[config.mk]
export PLATFORM = sky130hd
export DESIGN_NAME = psu_seq
export DESIGN_NICKNAME = d
export VERILOG_FILES = /design/src/hdl/psu_pkg.sv /design/src/hdl/psu_seq.sv /design/src/hdl/psu_sec_timer.sv
export SDC_FILE = /design/constraint.sdc
export NUM_CORES = 1
export LEC_CHECK = 0
export BUFFER_PORTS_ARGS = -buffer_cell sky130_fd_sc_hd__clkbuf_2
export CORE_ASPECT_RATIO = 0.7
export CORE_UTILIZATION = 45
export DETAILED_ROUTE_END_ITERATION = 10
export GPL_ROUTABILITY_DRIVEN = 0
export GPL_TIMING_DRIVEN = 0
export PLACE_DENSITY = 0.67
export SLEW_MARGIN = 10
export SYNTH_ARGS = -nofsm -noshare
export SYNTH_HDL_FRONTEND = slang
export SYNTH_SLANG_ARGS = --single-unit
export TNS_END_PERCENT = 20
[constraint.sdc]
create_clock -name clk_sys -period 8.6 [get_ports clk_sys]
set_input_delay 0 -clock clk_sys [delete_from_list [all_inputs] [get_ports clk_sys]]
set_output_delay 0 -clock clk_sys [all_outputs]
set_load 0.02 [all_outputs]
[src/hdl/psu_pkg.sv]
// Summary of operation
// RULE_01: hold zero condition for check duration seconds
// RULE_02: compare transmitter current against min/max window
// RULE_03: correction off: window miss raises zero failure
// RULE_04: purge each chamber for purge duration seconds
// RULE_05: wait settling duration after reaching home
// RULE_06: bound every motor move by timeout seconds
// RULE_07: move timeout flags drive failure, stops calculation
// RULE_08: unreached target or lost home flags wire break
// RULE_09: wire break drives unit back home
// RULE_10: correction on: incomplete correction raises zero failure
// RULE_11: correction needs HART input and source, else error
// RULE_12: motor control signal, on relay by default
// RULE_13: indicator during purge cycle and manual control
// RULE_14: error output while any unit error active
// RULE_15: next-unit output hands control to one unit
// RULE_16: never purge while chained unit is busy; code checks peer_busy only at cycle start
// RULE_17: timer starts cycles every waiting time minutes
// RULE_18: correction skipped when pre-calibration deviation too large
// RULE_19: purge, home, settle; indicator released after settle
package psu_pkg;

    // clock rate and second prescale
    localparam int unsigned CLK_HZ         = 40_000_000;
    localparam int unsigned ONE_SECOND_S   = 1;
    localparam int unsigned SEC_CYCLES_DEF = CLK_HZ * ONE_SECOND_S;
    localparam logic [23:0] SEC_PER_MIN    = 24'h00003C;

    // register byte offsets (one 32-bit word each)
    localparam logic [5:0] REG_CTRL   = 6'h00;
    localparam logic [5:0] REG_CHECK  = 6'h04;
    localparam logic [5:0] REG_PURGE  = 6'h08;
    localparam logic [5:0] REG_SETTLE = 6'h0C;
    localparam logic [5:0] REG_MOTTO  = 6'h10;
    localparam logic [5:0] REG_TIMER  = 6'h14;
    localparam logic [5:0] REG_IMIN   = 6'h18;
    localparam logic [5:0] REG_IMAX   = 6'h1C;
    localparam logic [5:0] REG_PRECAL = 6'h20;
    localparam logic [5:0] REG_ROUTE  = 6'h24;
    localparam logic [5:0] REG_CALREF = 6'h28;
    localparam logic [5:0] REG_CMD    = 6'h2C;
    localparam logic [5:0] REG_STATUS = 6'h30;
    localparam int unsigned CFG_N     = 11;

    // control fields
    localparam int unsigned CTL_TIMER_EN   = 0;
    localparam int unsigned CTL_AUTO_EN    = 1;
    localparam int unsigned CTL_HART_INPUT = 2;
    localparam int unsigned CTL_HART_SRC   = 3;

    // command fields, write-one pulses
    localparam int unsigned CMD_START    = 0;
    localparam int unsigned CMD_TO_ZERO  = 1;
    localparam int unsigned CMD_TO_HOME  = 2;
    localparam int unsigned CMD_SET_ZERO = 3;
    localparam int unsigned CMD_CLR_ERR  = 4;

    // output routing fields and sources
    localparam int unsigned RT_RELAY_LSB = 0;
    localparam int unsigned RT_SW1_LSB   = 2;
    localparam int unsigned RT_SW2_LSB   = 4;
    localparam logic [1:0]  SRC_MOTOR    = 2'h0;
    localparam logic [1:0]  SRC_BUSY     = 2'h1;
    localparam logic [1:0]  SRC_ERROR    = 2'h2;
    localparam logic [1:0]  SRC_NEXT     = 2'h3;

    // status fields
    localparam int unsigned ST_ZERO_ERR  = 0;
    localparam int unsigned ST_CFG_ERR   = 1;
    localparam int unsigned ST_DRIVE_ERR = 2;
    localparam int unsigned ST_WIRE_ERR  = 3;
    localparam int unsigned ST_BUSY      = 4;
    localparam int unsigned ST_MOTOR     = 5;
    localparam int unsigned ST_NEXT      = 6;
    localparam int unsigned ST_STATE_LSB = 16;

    // reset values, in offset order
    localparam logic [15:0] CFG_RST [CFG_N] = '{
        16'h0000,  // control
        16'h001E,  // check duration s
        16'h000A,  // purge duration s
        16'h001E,  // settling duration s
        16'h000F,  // motor timeout s
        16'h003C,  // waiting time min
        16'h0000,  // current minimum
        16'hFFFF,  // current maximum
        16'h0100,  // pre-calibration limit
        16'h0024,  // routing
        16'h0000   // calibration reference
    };

    typedef enum logic [12:0] {
        ST_IDLE    = 13'b0000000000001,
        ST_MV_ZERO = 13'b0000000000010,
        ST_CHECK   = 13'b0000000000100,
        ST_ZSET    = 13'b0000000001000,
        ST_MV_PA   = 13'b0000000010000,
        ST_PURGE_A = 13'b0000000100000,
        ST_MV_PB   = 13'b0000001000000,
        ST_PURGE_B = 13'b0000010000000,
        ST_MV_HOME = 13'b0000100000000,
        ST_SETTLE  = 13'b0001000000000,
        ST_MV_MAN  = 13'b0010000000000,
        ST_MANUAL  = 13'b0100000000000,
        ST_MV_ERR  = 13'b1000000000000
    } psu_state_t;

    // byte-lane merge of a 16-bit register
    function automatic logic [15:0] psu_merge16(input logic [15:0] old_v,
                                                input logic [15:0] new_v,
                                                input logic [1:0]  be);
        psu_merge16 = {be[1] ? new_v[15:8] : old_v[15:8],
                       be[0] ? new_v[7:0]  : old_v[7:0]};
    endfunction

    // distance between two current readings
    function automatic logic [15:0] psu_absdiff(input logic [15:0] a,
                                                input logic [15:0] b);
        psu_absdiff = (a > b) ? (a - b) : (b - a);
    endfunction

endpackage

[src/hdl/psu_seq.sv]
`timescale 1ns/1ps
`default_nettype none
module psu_seq
    import psu_pkg::*;
#(
    parameter int unsigned SEC_CYCLES = SEC_CYCLES_DEF
)(
    input  wire logic        clk_sys,
    input  wire logic        resetn,
    input  wire logic [5:0]  avs_address,
    input  wire logic        avs_read,
    input  wire logic        avs_write,
    input  wire logic [31:0] avs_writedata,
    input  wire logic [3:0]  avs_byteenable,
    output logic [31:0]      avs_readdata,
    output logic             avs_waitrequest,
    input  wire logic        at_home,
    input  wire logic        at_zero,
    input  wire logic        at_purge_a,
    input  wire logic        at_purge_b,
    input  wire logic [15:0] xmtr_current,
    output logic             zero_set_req,
    input  wire logic        zero_set_done,
    input  wire logic        zero_set_fail,
    input  wire logic        chain_go,
    input  wire logic        peer_busy,
    output logic             next_unit,
    output logic             motor_on,
    output logic             op_indicator,
    output logic             unit_error,
    output logic             calc_stop,
    output logic             relay_out,
    output logic             switch_output_one,
    output logic             switch_output_two
);

    // register array indexes
    localparam logic [3:0] I_CTRL   = REG_CTRL[5:2];
    localparam logic [3:0] I_CHECK  = REG_CHECK[5:2];
    localparam logic [3:0] I_PURGE  = REG_PURGE[5:2];
    localparam logic [3:0] I_SETTLE = REG_SETTLE[5:2];
    localparam logic [3:0] I_MOTTO  = REG_MOTTO[5:2];
    localparam logic [3:0] I_TIMER  = REG_TIMER[5:2];
    localparam logic [3:0] I_IMIN   = REG_IMIN[5:2];
    localparam logic [3:0] I_IMAX   = REG_IMAX[5:2];
    localparam logic [3:0] I_PRECAL = REG_PRECAL[5:2];
    localparam logic [3:0] I_ROUTE  = REG_ROUTE[5:2];
    localparam logic [3:0] I_CALREF = REG_CALREF[5:2];
    localparam logic [3:0] I_CMD    = REG_CMD[5:2];
    localparam logic [3:0] I_STATUS = REG_STATUS[5:2];
    localparam logic [3:0] I_LIMIT  = 4'(CFG_N);

    // select one status source for a switch output
    function automatic logic route_sel(input logic [1:0] src,
                                       input logic       mot,
                                       input logic       busy,
                                       input logic       err,
                                       input logic       nxt);
        case (src)
            SRC_MOTOR: route_sel = mot;
            SRC_BUSY:  route_sel = busy;
            SRC_ERROR: route_sel = err;
            default:   route_sel = nxt;
        endcase
    endfunction

    logic [15:0] cfg_q [CFG_N];
    logic        ack_q;
    logic [31:0] rdata_q;
    psu_state_t  state_q;
    psu_state_t  state_d;
    logic        zero_err_q;
    logic        drive_err_q;
    logic        wire_err_q;
    logic        next_q;
    logic        zreq_q;
    logic        pend_q;
    logic        cyc_q;
    logic [23:0] ph_sec;
    logic [23:0] iv_sec;

    // bus handshake: one wait state on every access
    wire         req     = avs_read | avs_write;
    wire         first   = req & ~ack_q;
    wire  [3:0]  widx    = avs_address[5:2];
    wire         wr_en   = avs_write & ack_q;
    wire         wr_cfg  = wr_en & (widx < I_LIMIT);
    wire         wr_cmd  = wr_en & (widx == I_CMD);
    wire  [15:0] cmd     = wr_cmd ? psu_merge16(16'h0000, avs_writedata[15:0],
                                                avs_byteenable[1:0]) : 16'h0000;
    wire         cmd_start    = cmd[CMD_START];
    wire         cmd_to_zero  = cmd[CMD_TO_ZERO];
    wire         cmd_to_home  = cmd[CMD_TO_HOME];
    wire         cmd_set_zero = cmd[CMD_SET_ZERO];
    wire         cmd_clr_err  = cmd[CMD_CLR_ERR];

    // named configuration fields
    wire  [15:0] ctrl      = cfg_q[I_CTRL];
    wire  [15:0] check_s   = cfg_q[I_CHECK];
    wire  [15:0] purge_s   = cfg_q[I_PURGE];
    wire  [15:0] settle_s  = cfg_q[I_SETTLE];
    wire  [15:0] motto_s   = cfg_q[I_MOTTO];
    wire  [15:0] timer_min = cfg_q[I_TIMER];
    wire  [15:0] i_min     = cfg_q[I_IMIN];
    wire  [15:0] i_max     = cfg_q[I_IMAX];
    wire  [15:0] precal    = cfg_q[I_PRECAL];
    wire  [15:0] route     = cfg_q[I_ROUTE];
    wire  [15:0] calref    = cfg_q[I_CALREF];
    wire         timer_en  = ctrl[CTL_TIMER_EN];

    // correction allowed only with HART input and source
    wire         hart_ok = ctrl[CTL_HART_INPUT] & ctrl[CTL_HART_SRC];     // RULE_11
    wire         auto_on = ctrl[CTL_AUTO_EN] & hart_ok;                   // RULE_11
    wire         cfg_err = ctrl[CTL_AUTO_EN] & ~hart_ok;                  // RULE_11

    // state decode
    wire         idle    = (state_q == ST_IDLE);
    wire         in_zset = (state_q == ST_ZSET);
    wire         in_man  = (state_q == ST_MANUAL);
    wire         moving  = (state_q == ST_MV_ZERO) | (state_q == ST_MV_PA)
                         | (state_q == ST_MV_PB)   | (state_q == ST_MV_HOME)
                         | (state_q == ST_MV_MAN)  | (state_q == ST_MV_ERR);

    // target position reached for the current move
    wire         pos_hit = ((state_q == ST_MV_ZERO) & at_zero)
                         | ((state_q == ST_MV_MAN)  & at_zero)
                         | ((state_q == ST_MV_PA)   & at_purge_a)
                         | ((state_q == ST_MV_PB)   & at_purge_b)
                         | ((state_q == ST_MV_HOME) & at_home)
                         | ((state_q == ST_MV_ERR)  & at_home);

    // phase time checks, all in whole seconds
    wire         mot_to     = moving & ~pos_hit & (ph_sec >= {8'h00, motto_s}); // RULE_06
    wire         check_done = (ph_sec >= {8'h00, check_s});                    // RULE_01
    wire         purge_done = (ph_sec >= {8'h00, purge_s});                    // RULE_04
    wire         settle_done = (ph_sec >= {8'h00, settle_s});                  // RULE_05
    wire         zset_to    = in_zset & (ph_sec >= {8'h00, motto_s});

    // zero-point evaluation at the end of the check phase
    wire         check_end = (state_q == ST_CHECK) & check_done;              // RULE_01
    wire         out_win   = (xmtr_current < i_min) | (xmtr_current > i_max); // RULE_02
    wire         pre_skip  = psu_absdiff(xmtr_current, calref) > precal;      // RULE_18
    wire         zset_go   = (check_end & auto_on & ~pre_skip)
                           | (in_man & cmd_set_zero & auto_on);
    wire         cal_take  = (in_zset | in_man) & zero_set_done;

    // zero failure events for both correction settings
    wire         ev_zero   = (check_end & ~auto_on & out_win)                 // RULE_03
                           | (check_end & auto_on & pre_skip)                 // RULE_10
                           | ((in_zset | in_man) & zero_set_fail)             // RULE_10
                           | zset_to;                                         // RULE_10

    // home indication lost while resting
    wire         home_lost = idle & ~at_home & ~drive_err_q;                  // RULE_08

    // waiting time between automatic cycles
    wire  [23:0] tmin_sec  = 24'({8'h00, timer_min} * SEC_PER_MIN);
    wire         timer_due = timer_en & idle & ~pend_q & (iv_sec >= tmin_sec); // RULE_17
    wire         iv_rst    = ~idle | ~timer_en | pend_q;

    // cycle starts only with partner idle and unit at home
    wire         go_start  = idle & pend_q & ~peer_busy & ~drive_err_q
                           & at_home;                                          // RULE_16
    wire         ev_req    = idle & (cmd_start | chain_go | timer_due);       // RULE_17
    wire         cyc_end   = (state_q == ST_SETTLE) & settle_done & cyc_q;    // RULE_19

    // phase timer restarts on every state change
    psu_sec_timer #(
        .SEC_CYCLES (SEC_CYCLES)
    ) u_phase (
        .clk_sys (clk_sys),
        .resetn  (resetn),
        .restart (state_d != state_q),
        .secs    (ph_sec)
    );

    // interval timer runs only while idle and armed
    psu_sec_timer #(
        .SEC_CYCLES (SEC_CYCLES)
    ) u_interval (
        .clk_sys (clk_sys),
        .resetn  (resetn),
        .restart (iv_rst),
        .secs    (iv_sec)
    );

    // sequence: check, purge both chambers, home, settle
    always_comb begin
        state_d = state_q;
        unique case (state_q)
            ST_IDLE: begin
                if (home_lost) begin
                    state_d = ST_MV_ERR;                                      // RULE_09
                end else if (go_start) begin
                    state_d = ST_MV_ZERO;
                end else if (cmd_to_zero && !drive_err_q) begin
                    state_d = ST_MV_MAN;
                end
            end
            ST_MV_ZERO: begin
                if (mot_to) begin
                    state_d = ST_MV_ERR;                                      // RULE_09
                end else if (at_zero) begin
                    state_d = ST_CHECK;
                end
            end
            ST_CHECK: begin
                if (check_done) begin
                    state_d = zset_go ? ST_ZSET : ST_MV_PA;                   // RULE_18
                end
            end
            ST_ZSET: begin
                if (zero_set_done || zero_set_fail || zset_to) begin
                    state_d = ST_MV_PA;
                end
            end
            ST_MV_PA: begin
                if (mot_to) begin
                    state_d = ST_MV_ERR;
                end else if (at_purge_a) begin
                    state_d = ST_PURGE_A;
                end
            end
            ST_PURGE_A: begin
                if (purge_done) begin
                    state_d = ST_MV_PB;                                       // RULE_04
                end
            end
            ST_MV_PB: begin
                if (mot_to) begin
                    state_d = ST_MV_ERR;
                end else if (at_purge_b) begin
                    state_d = ST_PURGE_B;
                end
            end
            ST_PURGE_B: begin
                if (purge_done) begin
                    state_d = ST_MV_HOME;                                     // RULE_19
                end
            end
            ST_MV_HOME: begin
                if (mot_to) begin
                    state_d = ST_MV_ERR;
                end else if (at_home) begin
                    state_d = ST_SETTLE;                                      // RULE_19
                end
            end
            ST_SETTLE: begin
                if (settle_done) begin
                    state_d = ST_IDLE;                                        // RULE_05
                end
            end
            ST_MV_MAN: begin
                if (mot_to) begin
                    state_d = ST_MV_ERR;
                end else if (at_zero) begin
                    state_d = ST_MANUAL;
                end
            end
            ST_MANUAL: begin
                if (cmd_to_home) begin
                    state_d = ST_MV_HOME;
                end
            end
            ST_MV_ERR: begin
                if (at_home || mot_to) begin
                    state_d = ST_IDLE;                                        // RULE_09
                end
            end
        endcase
    end

    // state register
    always_ff @(posedge clk_sys) begin
        if (!resetn) begin
            state_q <= ST_IDLE;
        end else begin
            state_q <= state_d;
        end
    end

    // configuration storage; calibration reference also taken by hardware
    always_ff @(posedge clk_sys) begin
        if (!resetn) begin
            for (int i = 0; i < CFG_N; i++) begin
                cfg_q[i] <= CFG_RST[i];
            end
        end else begin
            if (wr_cfg) begin
                cfg_q[widx] <= psu_merge16(cfg_q[widx], avs_writedata[15:0],
                                           avs_byteenable[1:0]);
            end
            if (cal_take) begin
                cfg_q[I_CALREF] <= xmtr_current;
            end
        end
    end

    // sticky error flags, an event beats a clear
    always_ff @(posedge clk_sys) begin
        if (!resetn) begin
            zero_err_q  <= 1'b0;
            drive_err_q <= 1'b0;
            wire_err_q  <= 1'b0;
        end else begin
            zero_err_q  <= ev_zero | (zero_err_q & ~cmd_clr_err);           // RULE_03
            drive_err_q <= mot_to | (drive_err_q & ~cmd_clr_err);           // RULE_07
            wire_err_q  <= mot_to | home_lost | (wire_err_q & ~cmd_clr_err); // RULE_08
        end
    end

    // start request, cycle marker, hand-over and zero-set pulse
    always_ff @(posedge clk_sys) begin
        if (!resetn) begin
            pend_q <= 1'b0;
            cyc_q  <= 1'b0;
            next_q <= 1'b0;
            zreq_q <= 1'b0;
        end else begin
            pend_q <= ev_req | (pend_q & ~go_start);                        // RULE_17
            cyc_q  <= go_start | (cyc_q & ~cyc_end & ~idle);
            next_q <= cyc_end | (next_q & ~peer_busy & (state_d == ST_IDLE)); // RULE_15
            zreq_q <= zset_go;                                              // RULE_10
        end
    end

    // read data captured in the wait cycle
    wire  [31:0] status = {3'h0, state_q, 9'h000,
                           next_q, motor_on, op_indicator, wire_err_q,
                           drive_err_q, cfg_err, zero_err_q};
    wire  [31:0] rd_val = (widx < I_LIMIT)    ? {16'h0000, cfg_q[widx]} :
                          (widx == I_STATUS)  ? status : 32'h00000000;

    always_ff @(posedge clk_sys) begin
        if (!resetn) begin
            ack_q   <= 1'b0;
            rdata_q <= 32'h00000000;
        end else begin
            ack_q <= first;
            if (first) begin
                rdata_q <= rd_val;
            end
        end
    end

    assign avs_waitrequest = first;
    assign avs_readdata    = rdata_q;

    // pin outputs
    assign motor_on     = moving & ~pos_hit;                                  // RULE_12
    assign op_indicator = ~idle;                                              // RULE_13
    assign unit_error   = zero_err_q | cfg_err | drive_err_q | wire_err_q;   // RULE_14
    assign calc_stop    = drive_err_q;                                        // RULE_07
    assign next_unit    = next_q;                                             // RULE_15
    assign zero_set_req = zreq_q;

    // routable switch outputs, relay carries the motor by default
    assign relay_out         = route_sel(route[RT_RELAY_LSB +: 2], motor_on,
                                         op_indicator, unit_error, next_q);   // RULE_12
    assign switch_output_one = route_sel(route[RT_SW1_LSB +: 2], motor_on,
                                         op_indicator, unit_error, next_q);
    assign switch_output_two = route_sel(route[RT_SW2_LSB +: 2], motor_on,
                                         op_indicator, unit_error, next_q);

endmodule // psu_seq
`default_nettype wire

[src/hdl/psu_sec_timer.sv]
`timescale 1ns/1ps
`default_nettype none
module psu_sec_timer
    import psu_pkg::*;
#(
    parameter int unsigned SEC_CYCLES = SEC_CYCLES_DEF
)(
    input  wire logic        clk_sys,
    input  wire logic        resetn,
    input  wire logic        restart,
    output logic [23:0]      secs
);
    localparam int unsigned PW = $clog2(SEC_CYCLES + 1);
    localparam logic [PW-1:0] LAST = PW'(SEC_CYCLES - 1);

    logic [PW-1:0] pre_q;
    logic [23:0]   sec_q;
    wire           wrap = (pre_q == LAST);
    wire           sat  = &sec_q;

    // prescaler and saturating seconds count since restart
    always_ff @(posedge clk_sys) begin
        if (!resetn || restart) begin
            pre_q <= '0;
            sec_q <= '0;
        end else begin
            pre_q <= wrap ? '0 : pre_q + 1'b1;
            if (wrap && !sat) begin
                sec_q <= sec_q + 24'h000001;
            end
        end
    end

    assign secs = sec_q;
endmodule // psu_sec_timer
`default_nettype wire

==> impl_metrics.ini <==
[yosys]
netlist_instances = 2346
yosysMostFrequentCell = nor2_1
syn_area_sq_um = 24900
synth_area_leader_cell = edfxtp_1
synth_area_per_cell_sq_um = 10.6
ys_seq_elements = 406
yosys_warnings = 0
synthTopCellsByCount = 258 x nor2_1, 256 x edfxtp_1, 202 x inv_1, 190 x ha_1, 159 x nand2_1
synth_cell_types = 82
async_flop_share = 0
synth-edff-count = 256
yosysSeqAreaShare = 0.430
synth_top_area_share = 0.309
ys.flop_type = edfxtp_1
synthTopCellsByArea = edfxtp_1 31%, dfxtp_1 12%, ha_1 9.6%

[place]
post-place-ws_ps = 2160
hpwl_microns = 57600
dpl_cell_area_sq_um = 26600
io_buffers = 83

[worst_setup_path]
critPathSlowestCell = clkbuf_1
cp-start-kind = flip-flop
arrival_ps = 7300
path_cells = ha_1 -> clkbuf_1 -> o21ai_0 -> o21ai_0 -> a221oi_1 -> o2bb2ai_1 -> clkbuf_1 -> mux2i_1 -> nand2_1 -> o211ai_1 -> mux2i_1 -> nor2_1 -> ha_1 -> a21o_1 -> a211oi_1 -> o31ai_1 -> a31oi_1 -> a21o_1 -> nand3b_1 -> a2bb2oi_1 -> or4_1 -> buf_2 -> buf_6 -> nor4_2
setup.worst_path.end_class = flip-flop
worst-path-max-fanout = 10
crit_type = flip-flop to flip-flop
required_ps = 9060
slowest_delay_ps = 600
reg2reg_setup_slack_ps = 1760

[timing]
fin_crit_ps = 6840
fmax_mhz = 146
worstMarginPinSlew_ps = 1300
hold_viol_final = 0
fin_ws_ps = 1760
setup_viol = 0
skew_ps = 33.8
fin_crit_sh = 0.795
relSlewSlack = 0.130
drv_slew = 0
rsz0062_at_grt = false
setup_tns_ps = 0

[global_route]
grt_pass1_vias = 18600
grtUsageMet2 = 0.365
busiest_layer = met1
grt_max_degree = 17
met3_usage = 0.0862
track_usage = 0.260
use_met1 = 0.377
grt_overflow = 0
antenna_found_initial = 1
grt_pass1_wl_microns = 111000

[floorplan]
fp-row-count = 71
start_util = 0.460
fp.dieH_microns = 199
ios = 112
dieArea_sq_um = 56200
die_x_microns = 283
coreArea_sq_um = 54100

[routing]
route.detailed.drc = 0
first_pass_iters = 9
drt-wirelength-per-cell_microns = 21.9
drtIter0Drc = 2663
via_count = 19700
postRouteAntennaNets = 0
avgViaCountPerCell = 5.88
totalWireLength_microns = 73500

[cts]
h-tree-depth = 2
insertion_delay_ps = 590
clk_path_buf_depth = 3
clk_pin_slew_ps = 70
post-cts-setup-buffers = 0
cts_tree = built
cts-root-buf = clkbuf_16
numCtsBuffers = 41
cts.sinks = 406

[final_layout]
nets = 2884
fin_area_sq_um = 28200
utilization = 0.521
nFillCells = 4759
drive_gt1_frac = 0.128
regArea_sq_um = 10700
syn2layout_area_growth_pct = 13.4
n_antenna_cell = 0
multi_input_area_sq_um = 13200

[worst_hold_path]
hp-class = input pin to flip-flop

[power]
p_total_mw = 4.75
p_leak_nw = 11.3
peakVddDrop_mv = 0.116
power_density_nw_per_um2 = 168

[flow_run]
timing.max_cap.violations = 0

[outcome]
status = completed
-- power breakdown --
group,switching [mW],internal (mW),total [mW]
Clock,0.803,0.965,1.77
Combinational,0.512,0.306,0.817
Sequential,0.0397,2.12,2.16
-- path summary, 6_finish.rpt --
| path | startpoint | end | cells past startpoint |
|---|---|---|---|
| setup / recovery | cfg_q[10][10]$_DFFE_PP_ | u_phase.secs[14]$_SDFFE_PP0P_ | 24 |
| hold / removal | avs_byteenable[1] | cfg_q[8][8]$_SDFFCE_PN1P_ | 3 |
| setup reg to reg | cfg_q[10][10]$_DFFE_PP_ | u_phase.secs[14]$_SDFFE_PP0P_ | 24 |
| hold reg to reg | u_interval.pre_q[0]$_SDFF_PP0_ | u_interval.pre_q[0]$_SDFF_PP0_ | 1 |
-- cells by family after synthesis --
| logic type | synth area share |
|---|---|
| DFF | 0.430 |
| other | 0.000151 |
| buffers and inverters | 0.0522 |
| muxes | 0.0870 |
| and+or+nand+nor | 0.172 |
| AOI/OAI and AO/OA | 0.0951 |
| xor gates and xnor gates | 0.0433 |
| adders and majority gates | 0.121 |
-- worst max-delay path, delay by kind of cell, from the launching register on --
family                     cells  cell delay, ps
AOI/OAI and AO/OA             11            2470
buffers and inverters          4            1330
and+or+nand+nor                5            1230
adders and majority gates      2             620
muxes                          2             580
DFF                            1             470
-- cell type report --
cell class                      count  area share
Sequential cell                   406       0.379
Timing Repair Buffer              122      0.0289
Clock inverter                     22     0.00652
Tap cell                          730      0.0324
Multi-Input combinational cell   1696       0.468
Clock buffer                       53      0.0387
Buffer                            123      0.0192
Inverter                          203      0.0270
-- flip-flops by register name, indices dropped and copies added (netlist names), 13 cells and up --
name,count
avs_readdata,29
u_interval.secs,24
state_q,13
u_interval.pre_q,26
cfg_q,256
u_phase.secs,24
u_phase.pre_q,26
-- stage by stage --
step | std cells | hold WS (ps)
3_3_place_gp | 3241 | 323
5_1_grt | 3355 | 57.7
4_1_cts | 3355 | 22.8
3_5_place_dp | 3243 | 342
6_report | 3355 | 51.0
2_1_floorplan | 2428 | 152
-- routing by layer --
metal | part of all wire | up-vias
met2 | 0.40 | 1090
met1 | 0.44 | 9597
li1 | - | 8890
met3 | 0.13 | 135
met4 | 0.027 | 0
met5 | 0 | -
-- cells in the final DEF, fill, tap and decap left out, drive strengths merged, types with 37 or more instances in the layout --
cell type / count
nand3: 73
xor2: 80
nand4: 44
a21oi: 79
clkbuf: 223
mux4: 83
buf: 38
conb: 83
inv: 207
xnor2: 43
dlygate4sd3: 37
nand2: 159
nor3: 40
ha: 190
o21ai: 67
dfxtp: 150
nor2: 258
a21o: 53
edfxtp: 256
nor4: 51
-- repair_timing --
action / 4_1_cts / 5_1_grt
endpoints found under the hold margin: 48 / 0
gates resized for setup: 0 / 0
hold buffers: 37 / 0
setup endpoints to repair: 0 / 0
No activity file was read; power rests on OpenSTA's default activity.
